[src/rtl/i2c_rx_pkg.sv]
// constants, states and register map of the i2c master receive sequencer
// How it works
// - receive request ignored unless sequencer idle
// - each rollover toggles scl, sda shifted in
// - eighth fall: buffer loaded, flags set, scl low
// - buffer full set on load, cleared by read
// - new byte while buffer full sets overrun
// - buffer write during receive flags collision
// - ack start pulls scl low, drives ack value
// - ack: period, release scl, period, pull low, idle
// - buffer write during ack flags collision
// - scl held low after byte until next command
// - stop: sda low, count, release scl, release sda
// - stop seen sets flag; event two periods after sda release
// - buffer write during stop flags collision
// - reset disables unit and aborts transfer
// - start and stop seen cleared on disable
// - foreign stop on busy bus raises interrupt
// - sda compared with intended level, mismatch flagged
// - counter reloads twice per scl period
// - collision aborts condition, releases lines, clears bit
package i2c_rx_pkg;
	localparam logic [1:0] ADDR_CTRL   = 2'h0;
	localparam logic [1:0] ADDR_STATUS = 2'h1;
	localparam logic [1:0] ADDR_DATA   = 2'h2;
	localparam logic [1:0] ADDR_RATE   = 2'h3;

	localparam int CTRL_EN     = 0;
	localparam int CTRL_RCV    = 1;
	localparam int CTRL_ACK    = 2;
	localparam int CTRL_ACKVAL = 3;
	localparam int CTRL_STOP   = 4;
	localparam int CTRL_IRQEN  = 5;

	localparam int STAT_FULL   = 0;
	localparam int STAT_EVENT  = 1;
	localparam int STAT_OVR    = 2;
	localparam int STAT_COLL   = 3;
	localparam int STAT_ARB    = 4;
	localparam int STAT_START  = 5;
	localparam int STAT_STOP   = 6;

	localparam logic [7:0] RATE_RESET = 8'h09;
	localparam logic [2:0] BIT_LAST   = 3'h7;

	typedef enum logic [3:0] {
		SEQ_IDLE,
		SEQ_RX_LOW,
		SEQ_RX_HIGH,
		SEQ_ACK_LOW,
		SEQ_ACK_HIGH,
		SEQ_STOP_SDA,
		SEQ_STOP_LOW,
		SEQ_STOP_HIGH,
		SEQ_STOP_REL,
		SEQ_STOP_DONE
	} seq_e;
endpackage

[src/rtl/bus_line_if.sv]
// synchronised bus line levels and start/stop events
`timescale 1ns/1ps
interface bus_line_if;
	logic scl;
	logic sda;
	logic startSeen;
	logic stopSeen;
	modport monitor (output scl, output sda, output startSeen, output stopSeen);
	modport user    (input scl, input sda, input startSeen, input stopSeen);
endinterface

[src/rtl/i2c_master_rx.sv]
// i2c master receive, acknowledge and stop sequencer with register port
//
// The plain strobed port and the address map were left to the implementer.
`timescale 1ns/1ps
module i2c_master_rx
	import i2c_rx_pkg::*;
(
	input  wire logic       sys_clk,
	input  wire logic       rst_n,
	input  wire logic [1:0] addr,
	input  wire logic [7:0] wrData,
	input  wire logic       wrStb,
	input  wire logic       rdStb,
	output logic      [7:0] rdData,
	input  wire logic       sclIn,
	output logic            sclOut,
	output logic            sclOeN,
	input  wire logic       sdaIn,
	output logic            sdaOut,
	output logic            sdaOeN,
	output logic            serialIrq
);
	bus_line_if lines ();

	seq_e       state;
	logic [7:0] cnt;
	logic [2:0] bitCnt;
	logic [7:0] shiftReg;
	logic [7:0] dataBuf;
	logic [7:0] rate;
	logic       enable;
	logic       rcvEnable;
	logic       ackStart;
	logic       ackValue;
	logic       stopReq;
	logic       irqEnable;
	logic       bufFull;
	logic       eventFlag;
	logic       overrun;
	logic       writeCollision;
	logic       arbLoss;
	logic       startDet;
	logic       stopDet;
	logic       ctrlWr;
	logic       statWr;
	logic       dataWr;
	logic       dataRd;
	logic       idle;
	logic       goRx;
	logic       goAck;
	logic       goStop;
	logic       rxDone;
	logic       ackDone;
	logic       stopDone;
	logic       arbLossNow;
	logic [7:0] rxByte;

	function automatic logic rollover(input logic [7:0] c);
		return c == 8'h00;
	endfunction

	bus_line_monitor u_monitor (
		.sys_clk (sys_clk),
		.rst_n   (rst_n),
		.sclIn   (sclIn),
		.sdaIn   (sdaIn),
		.lines   (lines.monitor)
	);

	// register strobes and sequence launch
	assign ctrlWr = wrStb && addr == ADDR_CTRL;
	assign statWr = wrStb && addr == ADDR_STATUS;
	assign dataWr = wrStb && addr == ADDR_DATA;
	assign dataRd = rdStb && addr == ADDR_DATA;
	assign idle   = state == SEQ_IDLE;
	assign goStop = ctrlWr && enable && idle && wrData[CTRL_STOP];
	assign goAck  = ctrlWr && enable && idle && wrData[CTRL_ACK] && !wrData[CTRL_STOP];
	assign goRx   = ctrlWr && enable && idle && wrData[CTRL_RCV]
		&& !wrData[CTRL_ACK] && !wrData[CTRL_STOP];

	// completion and collision events
	assign rxByte   = {shiftReg[6:0], lines.sda};
	assign rxDone   = enable && state == SEQ_RX_HIGH && lines.scl && rollover(cnt) && bitCnt == BIT_LAST;
	assign ackDone  = state == SEQ_ACK_HIGH && lines.scl && rollover(cnt) && !arbLossNow;
	assign stopDone = enable && state == SEQ_STOP_DONE && rollover(cnt);
	assign arbLossNow = enable && (
		(state == SEQ_ACK_HIGH && sdaOeN && lines.scl && !lines.sda)
		|| (state == SEQ_STOP_HIGH && cnt != rate && !lines.scl)
		|| (state == SEQ_STOP_REL && rollover(cnt) && !lines.sda));

	// open drain: only ever pull low
	assign sclOut = 1'b0;
	assign sdaOut = 1'b0;

	// sequencer, rate counter and line drive
	always_ff @(posedge sys_clk or negedge rst_n) begin
		if (!rst_n) begin
			state    <= SEQ_IDLE;
			cnt      <= 8'h00;
			bitCnt   <= 3'h0;
			shiftReg <= 8'h00;
			sclOeN   <= 1'b1;
			sdaOeN   <= 1'b1;
		end else if (!enable || arbLossNow) begin
			state  <= SEQ_IDLE;
			cnt    <= 8'h00;
			bitCnt <= 3'h0;
			sclOeN <= 1'b1;
			sdaOeN <= 1'b1;
		end else begin
			unique case (state)
				SEQ_IDLE: begin
					if (goStop) begin
						state  <= SEQ_STOP_SDA;
						sclOeN <= 1'b0;
						sdaOeN <= 1'b0;
					end else if (goAck) begin
						state  <= SEQ_ACK_LOW;
						cnt    <= rate;
						sclOeN <= 1'b0;
						sdaOeN <= wrData[CTRL_ACKVAL];
					end else if (goRx) begin
						state  <= SEQ_RX_LOW;
						cnt    <= rate;
						bitCnt <= 3'h0;
						sclOeN <= 1'b0;
						sdaOeN <= 1'b1;
					end
				end
				SEQ_RX_LOW: begin
					if (rollover(cnt)) begin
						state  <= SEQ_RX_HIGH;
						cnt    <= rate;
						sclOeN <= 1'b1;
					end else begin
						cnt <= cnt - 8'h01;
					end
				end
				SEQ_RX_HIGH: begin
					if (!lines.scl) begin
						cnt <= rate;
					end else if (rollover(cnt)) begin
						shiftReg <= rxByte;
						bitCnt   <= bitCnt + 3'h1;
						cnt      <= rate;
						sclOeN   <= 1'b0;
						state    <= (bitCnt == BIT_LAST) ? SEQ_IDLE : SEQ_RX_LOW;
					end else begin
						cnt <= cnt - 8'h01;
					end
				end
				SEQ_ACK_LOW: begin
					if (rollover(cnt)) begin
						state  <= SEQ_ACK_HIGH;
						cnt    <= rate;
						sclOeN <= 1'b1;
					end else begin
						cnt <= cnt - 8'h01;
					end
				end
				SEQ_ACK_HIGH: begin
					if (!lines.scl) begin
						cnt <= rate;
					end else if (rollover(cnt)) begin
						state  <= SEQ_IDLE;
						sclOeN <= 1'b0;
					end else begin
						cnt <= cnt - 8'h01;
					end
				end
				SEQ_STOP_SDA: begin
					if (!lines.sda) begin
						state <= SEQ_STOP_LOW;
						cnt   <= rate;
					end
				end
				SEQ_STOP_LOW: begin
					if (rollover(cnt)) begin
						state  <= SEQ_STOP_HIGH;
						cnt    <= rate;
						sclOeN <= 1'b1;
					end else begin
						cnt <= cnt - 8'h01;
					end
				end
				SEQ_STOP_HIGH: begin
					if (!lines.scl) begin
						cnt <= rate;
					end else if (rollover(cnt)) begin
						state  <= SEQ_STOP_REL;
						cnt    <= rate;
						sdaOeN <= 1'b1;
					end else begin
						cnt <= cnt - 8'h01;
					end
				end
				SEQ_STOP_REL: begin
					if (rollover(cnt)) begin
						state <= SEQ_STOP_DONE;
						cnt   <= rate;
					end else begin
						cnt <= cnt - 8'h01;
					end
				end
				SEQ_STOP_DONE: begin
					if (rollover(cnt)) begin
						state <= SEQ_IDLE;
					end else begin
						cnt <= cnt - 8'h01;
					end
				end
			endcase
		end
	end

	// control register, request bits cleared by hardware
	always_ff @(posedge sys_clk or negedge rst_n) begin
		if (!rst_n) begin
			enable    <= 1'b0;
			rcvEnable <= 1'b0;
			ackStart  <= 1'b0;
			ackValue  <= 1'b0;
			stopReq   <= 1'b0;
			irqEnable <= 1'b0;
			rate      <= RATE_RESET;
		end else begin
			if (ctrlWr) begin
				enable    <= wrData[CTRL_EN];
				ackValue  <= wrData[CTRL_ACKVAL];
				irqEnable <= wrData[CTRL_IRQEN];
			end
			if (wrStb && addr == ADDR_RATE) begin
				rate <= wrData;
			end
			if (!enable || arbLossNow) begin
				rcvEnable <= 1'b0;
				ackStart  <= 1'b0;
				stopReq   <= 1'b0;
			end else begin
				rcvEnable <= goRx | (rcvEnable & ~rxDone);
				ackStart  <= goAck | (ackStart & ~ackDone);
				stopReq   <= goStop | (stopReq & ~stopDone);
			end
		end
	end

	// data buffer
	always_ff @(posedge sys_clk or negedge rst_n) begin
		if (!rst_n) begin
			dataBuf <= 8'h00;
		end else if (rxDone) begin
			dataBuf <= rxByte;
		end else if (dataWr && idle) begin
			dataBuf <= wrData;
		end
	end

	// status flags, set wins over clear
	always_ff @(posedge sys_clk or negedge rst_n) begin
		if (!rst_n) begin
			bufFull   <= 1'b0;
			eventFlag <= 1'b0;
			overrun   <= 1'b0;
			writeCollision <= 1'b0;
			arbLoss   <= 1'b0;
		end else begin
			bufFull   <= rxDone | (bufFull & ~dataRd);
			overrun   <= (rxDone & bufFull) | (overrun & ~(statWr & wrData[STAT_OVR]));
			writeCollision <= (dataWr & ~idle) | (writeCollision & ~(statWr & wrData[STAT_COLL]));
			arbLoss   <= arbLossNow | (arbLoss & ~(statWr & wrData[STAT_ARB]));
			eventFlag <= rxDone | ackDone | stopDone
				| (lines.stopSeen & startDet & ~stopReq & enable)
				| (eventFlag & ~(statWr & wrData[STAT_EVENT]));
		end
	end

	// bus start/stop status
	always_ff @(posedge sys_clk or negedge rst_n) begin
		if (!rst_n) begin
			startDet <= 1'b0;
			stopDet  <= 1'b0;
		end else if (!enable) begin
			startDet <= 1'b0;
			stopDet  <= 1'b0;
		end else if (lines.startSeen) begin
			startDet <= 1'b1;
			stopDet  <= 1'b0;
		end else if (lines.stopSeen) begin
			startDet <= 1'b0;
			stopDet  <= 1'b1;
		end
	end

	// read port, data valid one cycle after strobe
	always_ff @(posedge sys_clk or negedge rst_n) begin
		if (!rst_n) begin
			rdData <= 8'h00;
		end else if (rdStb) begin
			unique case (addr)
				ADDR_CTRL:   rdData <= {2'h0, irqEnable, stopReq, ackValue, ackStart, rcvEnable, enable};
				ADDR_STATUS: rdData <= {1'b0, stopDet, startDet, arbLoss, writeCollision, overrun, eventFlag, bufFull};
				ADDR_DATA:   rdData <= dataBuf;
				ADDR_RATE:   rdData <= rate;
			endcase
		end else begin
			rdData <= 8'h00;
		end
	end
	assign serialIrq = eventFlag & irqEnable;
endmodule

[src/rtl/bus_line_monitor.sv]
// two-flop line synchronisers and start/stop condition detector
`timescale 1ns/1ps
module bus_line_monitor
	import i2c_rx_pkg::*;
(
	input  wire logic   sys_clk,
	input  wire logic   rst_n,
	input  wire logic   sclIn,
	input  wire logic   sdaIn,
	bus_line_if.monitor lines
);
	logic sclMeta;
	logic sclSync;
	logic sclPrev;
	logic sdaMeta;
	logic sdaSync;
	logic sdaPrev;

	// lines idle high after reset
	always_ff @(posedge sys_clk or negedge rst_n) begin
		if (!rst_n) begin
			sclMeta <= 1'b1;
			sclSync <= 1'b1;
			sclPrev <= 1'b1;
			sdaMeta <= 1'b1;
			sdaSync <= 1'b1;
			sdaPrev <= 1'b1;
		end else begin
			sclMeta <= sclIn;
			sclSync <= sclMeta;
			sclPrev <= sclSync;
			sdaMeta <= sdaIn;
			sdaSync <= sdaMeta;
			sdaPrev <= sdaSync;
		end
	end

	assign lines.scl       = sclSync;
	assign lines.sda       = sdaSync;
	assign lines.startSeen = sclSync & sclPrev & sdaPrev & ~sdaSync;
	assign lines.stopSeen  = sclSync & sclPrev & ~sdaPrev & sdaSync;
endmodule

[config.mk]
export PLATFORM = sky130hd
export DESIGN_NAME = i2c_master_rx
export DESIGN_NICKNAME = d
export VERILOG_FILES = /design/src/rtl/i2c_rx_pkg.sv /design/src/rtl/bus_line_if.sv /design/src/rtl/i2c_master_rx.sv /design/src/rtl/bus_line_monitor.sv
export SDC_FILE = /design/constraint.sdc
export NUM_CORES = 1
export LEC_CHECK = 0
export BUFFER_PORTS_ARGS = -buffer_cell sky130_fd_sc_hd__buf_2
export CAP_MARGIN = 20
export CORE_MARGIN = 5
export CORE_UTILIZATION = 54
export CTS_CLUSTER_DIAMETER = 50
export CTS_CLUSTER_SIZE = 14
export DETAILED_ROUTE_END_ITERATION = 7
export HOLD_SLACK_MARGIN = 0.03
export PLACE_DENSITY = 0.76
export RECOVER_POWER = 50
export SETUP_SLACK_MARGIN = 0.2
export SLEW_MARGIN = 20
export SYNTH_ARGS = -nofsm -noshare
export SYNTH_HDL_FRONTEND = slang
export SYNTH_HIERARCHICAL = 1
export SYNTH_SLANG_ARGS = --single-unit
[constraint.sdc]
create_clock -name sys_clk -period 2.4 [get_ports sys_clk]
set_input_delay 0.6 -clock sys_clk [delete_from_list [all_inputs] [get_ports sys_clk]]
set_output_delay 0.6 -clock sys_clk [all_outputs]
set_load 0.005 [all_outputs]
[Word level (Yosys, flattened, before mapping)]
Index checks and enable logic that the tools add are counted.
Widths: inputs -> output; s select.
Storage, ports and cells
  input port bits: 16
  output and inout bits: 13
  logic and storage cells: 228
  register bits after elaboration: 67
Operators by class
  bitwise operators: 47
  add/subtract/negate cells: 2
  eq/ne operators: 33
  multiplexer cells: 61
  reduce and logical (&&, ||, !) cells: 57
Operators with widths (number)
  $mux 8: 12
  $mux 4: 15
  $pmux 8 s6: 1
  $pmux 4 s10: 1
  $pmux 8 s4: 1
  $logic_and 1x1->1: 31
  $ne 3x1->1 const B: 10
  $and 1x1->1: 23
  $mux 1: 22
  $mux 3: 6
  $eq 4x3->1 const B: 4
  $ne 3x3->1 const B: 5
  $not 1->1: 13
  $or 1x1->1: 11
  $reduce_and 11->1: 1
  $eq 4x2->1 const B: 2
  $eq 4x4->1 const B: 2
  $logic_not 8->1: 1
  $ne 8x8->1: 1
  $reduce_and 4->1: 2
  $sub 8x1->8 const B: 1
  $logic_not 1->1: 6
  $ne 3x2->1 const B: 2
  $pmux 3 s2: 1
  other kinds (21): 26

[Longest topological paths before layout]
Gate-level depths: netlist of the first run.
  depth in word-level cells: 13
  gate-level depth with buffers: 9
  depth with buffers taken out: 8

[Modules after synthesis]
Netlist of the first run, hierarchy kept.
By module, submodules not included
  i2c_master_rx: seq. area each 1531.5 µm², area an instance 3616.0 µm², instances 1, cells each 379
  bus_line_monitor: seq. area each 157.7 µm², area an instance 177.7 µm², instances 1, cells each 8

[Worst setup path after synthesis of the first run]
Ideal clock, no wire load.
  path kind: input -> register
  start: input port addr[1]
  end: register cnt[3]
  setup time: 121 ps
  buffers on the path: 1
  slack: -48 ps
  arrival time: 2327 ps
  stages on the path: 5
  path through: clkbuf_1 -> or3b_1 -> o311ai_0 -> o21ai_1 -> a22o_1
Between the ends
  word-level cells in the longest chain between the ends: 10
  elaborated cells on any way between the ends: 17
Ends and longest elaborated chain
  from (decl): line i2c_master_rx.sv:10  | input wire logic [1:0] addr,
  $logic_not 2->1 *: line i2c_master_rx.sv:71  | assign ctrlWr = wrStb && addr == ADDR_CTRL;
  $logic_and 1x1->1 *: line i2c_master_rx.sv:71
  $logic_and 1x1->1 * (2 in a row): line i2c_master_rx.sv:76, i2c_master_rx.sv:77, i2c_master_rx.sv:78
  $logic_and 1x1->1 (2 in a row): line i2c_master_rx.sv:77  | assign goAck = ctrlWr && enable && idle && wrData[CTRL_ACK] && !wrData[CTRL_STOP];
  $mux 8: line i2c_master_rx.sv:117  | end else if (goAck) begin
  $mux 8: line i2c_master_rx.sv:113  | if (goStop) begin
  $pmux 8 s6: line i2c_master_rx.sv:111  | unique case (state)
  $mux 8: line i2c_master_rx.sv:104  | end else if (!enable || arbLossNow) begin
  to (signal assigned): line i2c_master_rx.sv:119  | cnt <= rate;
  to (signal assigned): line i2c_master_rx.sv:124  | cnt <= rate;
  to (signal assigned): line i2c_master_rx.sv:133  | cnt <= rate;
  to (decl): line i2c_master_rx.sv:26  | logic [7:0] cnt;
Mark *: on every way between the ends. The rest lies on a longest branch, timed or not. The select of a mux whose other input is x is not followed.
A chain may end at the register's enable or synchronous reset.

[Worst setup path in the final report of the first run]
  start: register cnt[4]
  end: register cnt[2]
Between the ends
  word-level cells in the longest chain between the ends: 9
  elaborated cells on any way between the ends: 20
Ends and longest elaborated chain
  $ne 8x8->1: line i2c_master_rx.sv:88  | || (state == SEQ_STOP_HIGH && cnt != rate && !lines.scl)
  $logic_and 1x1->1 (2 in a row): line i2c_master_rx.sv:88
  $logic_or 1x1->1: line i2c_master_rx.sv:88
  $logic_or 1x1->1: line i2c_master_rx.sv:89  | || (state == SEQ_STOP_REL && rollover(cnt) && !lines.sda));
  $logic_and 1x1->1: line i2c_master_rx.sv:86  | assign arbLossNow = enable && (
  $logic_or 1x1->1: line i2c_master_rx.sv:104
  $ne 4x1->1 (no line), or another cell as far along
  $reduce_and 3->1 (no line)
Several ways; a longest one is shown, not always the timed one.

==> results of run 1 <==
==> worst max path at each step <==
stage	startpoint	slack, ns	end	depth (start not counted)
6_report	cnt[4]	0.20	cnt[2]	7
5_1_grt	cnt[4]	0.14	state[1]	7
4_1_cts	cnt[0]	0.19	cnt[3]	8
3_5_place_dp	cnt[5]	0.006	bitCnt[0]	6
3_3_place_gp	cnt[5]	0.13	bitCnt[1]	6
2_1_floorplan	cnt[3]	0.16	state[1]	7
==> what timing repair did <==
item,in CTS,in global routing
gates cloned,0,0
pin swaps,1,7
buffers inserted,1,5
gates resized for setup,6,17
endpoints found under the setup margin,29,33
==> kinds of logic after synthesis <==
| group | Yosys count | share of synthesized area [%] |
|---|---|---|
| and+or+nand+nor | 150 | 21.01 |
| AOI/OAI and AO/OA | 89 | 15.90 |
| DFF | 67 | 44.53 |
| buffers and inverters | 35 | 4.320 |
| muxes | 26 | 9.334 |
| xor gates and xnor gates | 14 | 3.232 |
| adders and majority gates | 5 | 1.583 |
| other | 1 | 0.09885 |
==> cells in the final DEF, fill, tap and decap left out, drive strengths merged, types with 3 or more instances in the layout <==
master  instances
clkbuf         14
buf            57
nand4           4
nor3b           3
or3             3
o32ai           3
nand4b          3
nor2           26
nor4            3
mux2           15
a21o            6
a21oi          16
nor2b           7
and2            9
xnor2          14
nand2b          6
a31oi           4
a211oi          4
and4b           3
o21ai          22
nand3           9
nor3           10
nand2          51
o211ai          4
mux4            6
mux2i           5
dfrtp          57
ha              4
o31ai           3
a22o            5
inv            13
a22oi           9
and3            6
dfstp          10
a32o            3
==> state kept, by name, indices dropped and copies added (netlist names), 3 cells and up <==
signal,cells
shiftReg,7
rate,8
cnt,8
rdData,8
bitCnt,3
state,4
dataBuf,8
==> power by group through the flow <==
stage               registers [mW]  clock network (mW)  logic [mW]
finish                        1.59               0.936        2.48
global route                  1.61                1.01        2.72
CTS                           1.59               0.957        2.24
detailed placement            1.62                   0        2.16
global placement              1.60                   0        2.12
floorplan                     1.56                   0        1.57
==> per-layer routing <==
| layer | track usage, % | part of all wire (%) |
|---|---|---|
| met3 | 4.087 | 6.9 |
| met1 | 34.91 | 44 |
| met5 | 0 | 0 |
| met2 | 35.36 | 46 |
| met4 | 10.83 | 3.5 |
==> cells in the mapped netlist, types with 4 or more instances <==
library cell	number
nand2b_1	6
buf_2	5
nand3_1	9
nor2b_1	7
nor2_1	25
mux4_2	6
nand2_1	51
mux2i_1	5
dfstp_2	10
clkbuf_1	12
a21oi_1	16
dfrtp_1	57
and3_1	4
a211oi_1	4
mux2_2	15
a22oi_1	9
xnor2_1	14
a22o_1	5
and2_1	9
o211ai_1	4
o21ai_0	21
nor3_1	9
a21o_1	6
ha_1	4
inv_1	13
==> final cells by class <==
cell class | count | area share, %
multi-input combinational | 286 | 45.53
sequential | 67 | 37.81
timing repair buffer | 59 | 8.501
clock buffer | 12 | 3.244
tap | 96 | 2.685
clock inverter | 4 | 1.147
inverter | 13 | 1.091
==> worst reg2reg max path: cells and delay by family, from the launching register on <==
family	cells	cell delay (ns)
buffers and inverters	1	0.16
flip-flops	1	0.38
AO/OA/AOI/OAI	2	0.30
AND/OR/NAND/NOR	4	1.25
==> per-stage QoR <==
step                worst slack (ns)  utilization [%]
finish                        0.2049            65.49
global placement              0.1257            60.90
global route                  0.1389            65.49
detailed placement          0.006047            60.90
CTS                           0.1942            64.27
floorplan                     0.1589                -
==> metrics.md, run 1 <==
| Metric | Value |
|---|---|
| Leak | 2.032 nW |
| Avg Inst Size Synth | 9.803 µm² |
| Setup Total Neg Slack | 0 ns |
| GR Overflow Total | 0 |
| Via density | 6.067 |
| Rel. slew slack | 32.28% |
| Synthesized instance count | 387 |
| Synth warnings | 6 |
| Worst Hold Class | in2reg |
| Min-delay src | sdaIn |
| Area contributors post-synth | dfrtp_1, dfstp_2, nand2_1 |
| PwrDens | 1117 nW/µm² |
| Total wire length | 9.832 mm |
| Mapped Area | 3794 µm² |
| Hold endpoint | u_monitor/sdaMeta |
| 1st-pass router iterations | 5 |
| GR Util All Layers | 24.12% |
| CTS root buf | clkbuf_8 |
| Post-DP HPWL | 7.256 mm |
| F_max | 455.6 MHz |
| Worst setup EP type | register |
| Worst Skew | 0.006589 ns |
| Max_cap viols | 0 |
| DIE AREA | 8801 µm² |
| Boundary Pins | 29 |
| Register area share after synthesis | 44.53% |
| Multi-input gate area | 2037 µm² |
| RSZ-0062 raised after global routing | yes |
| Post-synth ARST share | 100.0% |
| CTS Buf Count | 9 |
| Final Hold Vio Count | 0 |
| FF/Latch Area | 1692 µm² |
| #FFs+latches synth | 67 |
| Post-route ant nets | 0 |
| Final setup vio count | 0 |
| Clock transition at the registers of the reported paths | 0.07 ns |
| Largest net degree at the start of global routing | 51 |
| Tot Pwr | 4.996 mW |
| # rows | 30 |
| Fillcell total | 566 |
| Die Span Y | 93.82 µm |
| Hold-fix buffers, CTS | 0 |
| Dpl cell area | 4160 µm² |
| R2R cell count | 7 |
| Layout area overhead | 17.94% |
| CP top delay family | simple AND/OR/NAND/NOR gates |
| Drt drc | 0 |
| WL per Instance | 18.31 µm |
| Die width | 93.82 µm |
| Clk sink count | 67 |
| Worst Tran Pin Value | 1.016 ns |
| Setup slack, reg-to-reg | 0.20 ns |
| Cell area after layout | 4474 µm² |
| Post-synth top area share | 37.60% |
| Critical Path RT | 2.64 ns |
| Status | finished, final reports clean |
| Htree depth | 3 |
| CP cell instances | or4_4, nor3_4, buf_6, a31oi_4, and3_4, and3_4, a22o_1 |
| Placed Cells | 515 |
| Clk buf depth | 2 |
| IO Port Bufs | 26 |
| Number of DRC markers in iteration 0 | 288 |
| Reg-to-reg endpoint | cnt[2] |
| Crit-path max cell delay | 0.58 ns |
| Switching share of power | 38.89% |
| Worst vdd ir | 531.1 µV |
| First-pass GRT wire length | 16.28 mm |
| Critical path type | reg2reg |
| Vias | 3258 |
| Antenna diodes | 0 |
| CTS tree | built |
| Reg power frac | 31.7% |
| Antenna violations before repair | 0 |
| WP data arrival | 2.43 ns |
| Worst-path fanout max | 8 |
| Main synth FF type | dfrtp_1 |
| Clock share of power | 18.7% |
| Routability cong. | 0.9669 |
| Final Instance Count excl. Fillers | 537 |
| Power share of the combinational group | 49.5% |
| Worst-Skew Late Latency | 0.35 ns |
| Final Cycle Share | 91.46% |
| Post-route minimum period | 2.195 ns |
| Critical path buffers and inverters | 1 |
| Internal power | 3.053 mW |
| Layout cells sized above 1 | 29.48% |
| Hold_ws | 0.3509 ns |
| Critical Path Slowest Stage Cell | or4_4 |
| Critical Path Most Common Cell | and3_4 |
| Psw | 1.943 mW |
| Floorplan Core Area | 6832 µm² |
| Hold Path Stages | 1 |
| Max Slew Vio Count | 0 |
| EDFF count, synth | 0 |
| Netlist cell types | 62 |
| Critical Path Source Type | register |
| R2r startpoint | cnt[4] |
| Vias in the first global route | 3062 |
| Fin nets | 456 |
| Largest area contributor in the synthesized netlist | dfrtp_1 |
| Initial core utilization | 55.53% |
Power figures use the tool's default switching activity.
==> run 2: changes to the inputs <==
clock period = 1.9 ns   (was 2.4 ns; I/O delays follow)
==> run 2 against run 1 <==
Against the previous run: the flow now finishes with violations (slew limit, setup timing); combinational power up 74%; cell area increased by 15%; clock power increased by 43%; non-clock buffer count rose by 52; worst setup slack lost 0.51 ns; die area unchanged; clock skew is 0.0025 ns higher; sequential share of layout area is 4.9 points lower; global-route usage up 2.6 points; power is 53% higher; critical path depth up 1.
==> metrics.md, run 2 (synthesis gave the netlist of run 1 again) <==
| Metric | Value |
|---|---|
| Status | finished with violations |
| Failing checks | slew limit, setup timing |
| Fillcell total | 446 (-21%) |
| Initial core utilization | 55.53% (unchanged) |
| Multi-input gate area | 2211 µm² (+8.5%) |
| CP top delay family | simple AND/OR/NAND/NOR gates |
| Total wire length | 12.23 mm (+24%) |
| Critical path type | reg2reg |
| Worst setup EP type | register |
| Via density | 6.401 (+5.5%) |
| Drt drc | 0 (unchanged) |
| Routability cong. | 0.9894 (+2.3%) |
| Die Span Y | 93.82 µm (unchanged) |
| Post-DP HPWL | 7.698 mm (+6.1%) |
| DIE AREA | 8801 µm² (unchanged) |
| Rel. slew slack | -0.01188% (-32 points) |
| WP data arrival | 2.43 ns (about the same) |
| Hold_ws | 0.2175 ns (-0.1333 ns) |
| Critical Path Most Common Cell | buf_4 |
| CTS tree | built |
| Floorplan Core Area | 6832 µm² (unchanged) |
| Layout area overhead | 35.32% |
| Commonest non-fill, non-tap cell in the layout | buf_4 |
| GR Util All Layers | 26.72% (+2.6 points) |
| Htree depth | 3 (unchanged) |
| WL per Instance | 20.77 µm (+13%) |
| First-pass GRT wire length | 18.16 mm (+12%) |
| Worst-Skew Late Latency | 0.35 ns (about the same) |
| Clock transition at the registers of the reported paths | 0.08 ns (about the same) |
| Worst Tran Pin Value | 1.500 ns (+0.4844 ns) |
| FF/Latch Area | 1689 µm² (-0.15%) |
| Hold-fix buffers, CTS | 0 (unchanged) |
| Worst Skew | 0.009069 ns (+0.002480 ns) |
| PwrDens | 1486 nW/µm² (+33%) |
| Post-route minimum period | 2.208 ns (+0.01299 ns) |
| Critical Path Source Type | register |
| Boundary Pins | 29 (unchanged) |
| CTS root buf | clkbuf_8 |
| CP cell instances | buf_4, nor3_2, buf_4, and3_1, and4_4, inv_4, a32oi_2, nor2_2 |
| Final Hold Vio Count | 0 (unchanged) |
| Max_cap viols | 0 (unchanged) |
| Vias | 3770 (+16%) |
| Post-route ant nets | 0 (unchanged) |
| Clk sink count | 67 (unchanged) |
| Leak | 2.350 nW (+16%) |
| Max Slew Vio Count | 6 (+6) |
| Worst Slack Setup Final | -0.3081 ns (-0.5130 ns) |
| Fin nets | 508 (+11%) |
| GR Overflow Total | 0 (unchanged) |
| CTS Buf Count | 9 (unchanged) |
| Worst vdd ir | 940.0 µV (+77%) |
| IO Port Bufs | 26 (unchanged) |
| Critical Path Slowest Stage Cell | dfrtp_1 |
| 1st-pass router iterations | 5 (unchanged) |
| Antenna violations before repair | 0 (unchanged) |
| Tot Pwr | 7.627 mW (+53%) |
| Die width | 93.82 µm (unchanged) |
| Critical path buffers and inverters | 3 (+2) |
| RSZ-0062 raised after global routing | yes |
| # rows | 30 (unchanged) |
| F_max | 452.9 MHz (-0.59%) |
| Antenna diodes | 0 (unchanged) |
| Worst-path fanout max | 11 (+3) |
| Final setup vio count | 39 (+39) |
| Setup Total Neg Slack | -8.126 ns (-8.126 ns) |
| Most frequent cells in the layout | buf_4, dfrtp_1, nand2_1 |
| Clk buf depth | 2 (unchanged) |
| Number of DRC markers in iteration 0 | 461 (+60%) |
| Crit-path max cell delay | 0.38 ns (-0.20 ns) |
| Worst Hold Class | in2reg |
| Largest net degree at the start of global routing | 68 (+33%) |
| Critical Path RT | 2.12 ns (-0.52 ns) |
| Vias in the first global route | 3474 (+13%) |
| Layout cells sized above 1 | 43.00% (+14 points) |
| Final Cycle Share | 116.2% (+25 points) |
run 2: timing repair:
| action | in CTS | in global routing |
|---|---|---|
| buffers inserted | 6 | 4 |
| endpoints found under the setup margin | 39 | 39 |
| gates resized for setup | 26 | 51 |
| pin swaps | 8 | 33 |
run 2: metal layers:
| metal | vias up | part of all wire, % | global-route usage, % |
|---|---|---|---|
| li1 | 1606 | - | - |
| met1 | 1827 | 37 | 35.71 |
| met2 | 267 | 49 | 42.99 |
| met3 | 70 | 8.2 | 5.369 |
| met4 | 0 | 5.2 | 9.868 |
| met5 | - | 0 | 0 |
run 2: power breakdown:
part           switching [mW]  internal [mW]  leakage, nW  total [mW]
Sequential              0.225           1.74        0.854        1.97
Combinational            2.14           2.17         1.39        4.31
Clock                   0.571          0.774        0.108        1.34
Total                    2.94           4.69         2.35        7.63
run 2: through the flow:
| step | cell area (µm²) | cells | setup slack [ns] | util (%) |
|---|---|---|---|---|
| 5_1_grt | 5134 | 589 | -0.3666 | 75.15 |
| 2_1_floorplan | 3814 | 388 | -0.3409 | - |
| 3_5_place_dp | 4524 | 563 | -0.3187 | 66.23 |
| 4_1_cts | 4886 | 585 | -0.2318 | 71.52 |
| 6_report | 5134 | 589 | -0.3081 | 75.15 |
| 3_3_place_gp | 4524 | 563 | -0.2784 | 66.23 |
run 2: worst paths after layout:
path                              startpoint                   to  slack (ns)  cells past startpoint
setup / recovery                    state[0]            rcvEnable       -0.31                      8
hold / removal                         sdaIn    u_monitor/sdaMeta        0.22                      1
setup reg to reg                    state[0]            rcvEnable       -0.31                      8
hold reg to reg            u_monitor/sdaMeta  u_monitor/lines.sda        0.36                      0
max in group asynchronous              rst_n               cnt[5]        0.41                      2
min in group asynchronous              rst_n             state[1]        0.58                      2
run 2: area by class of cell:
| class | instances | area share, % |
|---|---|---|
| multi-input cells | 286 | 43.07 |
| flip-flops and latches | 67 | 32.90 |
| repair buffers | 111 | 16.28 |
| clock buffers | 10 | 2.681 |
| well taps | 96 | 2.340 |
| clock inverters | 6 | 1.730 |
| inverters | 13 | 0.9993 |
run 2: worst register-to-register path, stage by stage (launching register included):
cell and delay (ns):
dfrtp_1 0.38, buf_4 0.18, nor3_2 0.27, buf_4 0.18, and3_1 0.32, and4_4 0.38
inv_4 0.07, a32oi_2 0.23, nor2_2 0.08
==> run 3: changes to the inputs <==
CORE_MARGIN = 8   (was 5)
==> run 3 against run 2 <==
Against the previous run: the run ends with setup timing left; worst setup slack improved by 0.046 ns; utilization up 0.75 points; largest power group unchanged; register-to-register slack gained 0.05 ns; routed wire length down 1.4%; first-iteration DRC count fell by 20%.
==> metrics.md, run 3 (synthesis gave the netlist of run 1 again) <==
| Metric | Value |
|---|---|
| Status | finished with violations |
| Failing checks | setup timing |
| Drt drc | 0 (unchanged) |
| Initial core utilization | 55.84% (+0.31 points) |
| WL per Instance | 20.37 µm (-1.9%) |
| Antenna violations before repair | 0 (unchanged) |
| GR Overflow Total | 0 (unchanged) |
| Worst-Skew Late Latency | 0.35 ns (about the same) |
| Layout area overhead | 35.92% |
| Cell area after layout | 5156 µm² (+0.44%) |
| Worst-path fanout max | 5 (-6) |
| CTS Buf Count | 9 (unchanged) |
| Vias in the first global route | 3536 (+1.8%) |
| Post-DP HPWL | 7.717 mm (+0.24%) |
| Post-route ant nets | 0 (unchanged) |
| Worst Skew | 0.01444 ns (+0.005372 ns) |
| Commonest non-fill, non-tap cell in the layout | buf_4 |
| Worst setup EP type | register |
| Final Instance Count excl. Fillers | 592 (+0.51%) |
| Htree depth | 3 (unchanged) |
| Fillcell total | 434 (-2.7%) |
| Worst Hold Class | in2reg |
| CTS tree | built |
| RSZ-0062 raised after global routing | yes |
| Critical Path RT | 2.13 ns (about the same) |
| FF/Latch Area | 1689 µm² (unchanged) |
| Leak | 2.354 nW (+0.19%) |
| Post-place setup slack | -0.3353 ns (-0.01660 ns) |
| PwrDens | 1440 nW/µm² (-3.1%) |
| Largest net degree at the start of global routing | 68 (unchanged) |
| Floorplan Core Area | 6794 µm² (-0.55%) |
| Dpl cell area | 4539 µm² (+0.33%) |
| Boundary Pins | 29 (unchanged) |
| Total wire length | 12.06 mm (-1.4%) |
| Worst Tran Pin Value | 1.495 ns (-0.005444 ns) |
| Post-route minimum period | 2.162 ns (-0.04595 ns) |
| CTS root buf | clkbuf_8 |
| Clock transition at the registers of the reported paths | 0.07 ns (about the same) |
| WP data arrival | 2.40 ns (-0.03 ns) |
| Final Cycle Share | 113.8% (-2.4 points) |
| Most frequent cells in the layout | buf_4, dfrtp_1, nand2_1 |
| Rel. slew slack | 0.3511% (+0.36 points) |
| Core Util, Final | 75.89% (+0.75 points) |
| Clk buf depth | 2 (unchanged) |
| DIE AREA | 9963 µm² (+13%) |
| Clk sink count | 67 (unchanged) |
| IO Port Bufs | 26 (unchanged) |
| Fin nets | 511 (+0.59%) |
| Number of DRC markers in iteration 0 | 370 (-20%) |
| Die width | 99.82 µm (+6.4%) |
| Multi-input gate area | 2241 µm² (+1.4%) |
| Final Hold Vio Count | 0 (unchanged) |
| Final setup vio count | 38 (-2.6%) |
| Critical path type | reg2reg |
| Via density | 6.240 (-2.5%) |
| Placed Cells | 565 (+0.36%) |
| Worst vdd ir | 1080 µV (+15%) |
| Die Span Y | 99.82 µm (+6.4%) |
| Worst Slack Setup Final | -0.2621 ns (+0.04595 ns) |
| First-pass GRT wire length | 17.90 mm (-1.4%) |
| Max_cap viols | 0 (unchanged) |
| Critical Path Source Type | register |
| 1st-pass router iterations | 5 (unchanged) |
| Routability cong. | 0.9530 (-3.7%) |
| Layout cells sized above 1 | 43.75% (+0.75 points) |
| F_max | 462.5 MHz (+2.1%) |
| Antenna diodes | 0 (unchanged) |
| # rows | 30 (unchanged) |
| Vias | 3694 (-2.0%) |
| Max Slew Vio Count | 0 (-6) |
| GR Util All Layers | 22.83% (-3.9 points) |
## run 3: cell types whose count changed in the layout (fill, tap and decap cells not counted), sizes merged
cell / change
inv: +1
clkinvlp: -1
buf: +3
## run 3: per-stage QoR
stage	TNS [ns]	power, mW	hold WS (ns)
2_1_floorplan	-7.816	3.954	0.1794
3_3_place_gp	-7.595	5.221	0.3458
3_5_place_dp	-9.622	5.318	0.3481
4_1_cts	-4.803	6.903	0.1514
5_1_grt	-8.061	7.794	0.2002
6_report	-6.306	7.425	0.2234
## run 3: timing repair
item,4_1_cts,5_1_grt
hold buffers,0,0
resized for setup,32,49
pin swaps,11,33
setup buffers,5,6
endpoints found under the setup margin,39,40
hold endpoints to repair,0,0
## run 3: final timing paths
kind                       slack [ns]                  end  cells after the start              start
setup reg to reg                -0.26             state[1]                      5             cnt[5]
hold reg to reg                  0.36  u_monitor/lines.sda                      0  u_monitor/sdaMeta
max in group asynchronous        0.42               cnt[3]                      2              rst_n
min in group asynchronous        0.58             state[0]                      2              rst_n
hold / removal                   0.22    u_monitor/sclMeta                      1              sclIn
setup / recovery                -0.26             state[1]                      5             cnt[5]
## run 3: power by group
part | switching [mW] | internal, mW
Combinational | 2.11 | 2.02
Clock | 0.582 | 0.744
Sequential | 0.229 | 1.74
## run 3: worst max-delay path: stages (launching register included)
cell and delay (ns):
dfrtp_1 0.38, or4_4 0.58, or3_4 0.39, a32o_2 0.31, a21o_1 0.20, a32o_1 0.20
## run 3: final cells by class
cell class,count,share of cell area (%)
inverter,13,0.9949
tap,96,2.330
clock inverter,6,1.747
clock buffer,10,2.475
timing repair buffer,114,16.23
multi-input combinational,286,43.46
sequential,67,32.76
## run 3: metal layers
layer / vias up / wire, µm / track usage, % / part of all wire [%]
li1: 1614 / - / - / -
met1: 1772 / 4688 / 27.90 / 39
met2: 237 / 5751 / 37.56 / 48
met3: 71 / 1053 / 5.121 / 8.7
met4: 0 / 565 / 10.36 / 4.7
met5: - / 0 / 0 / 0
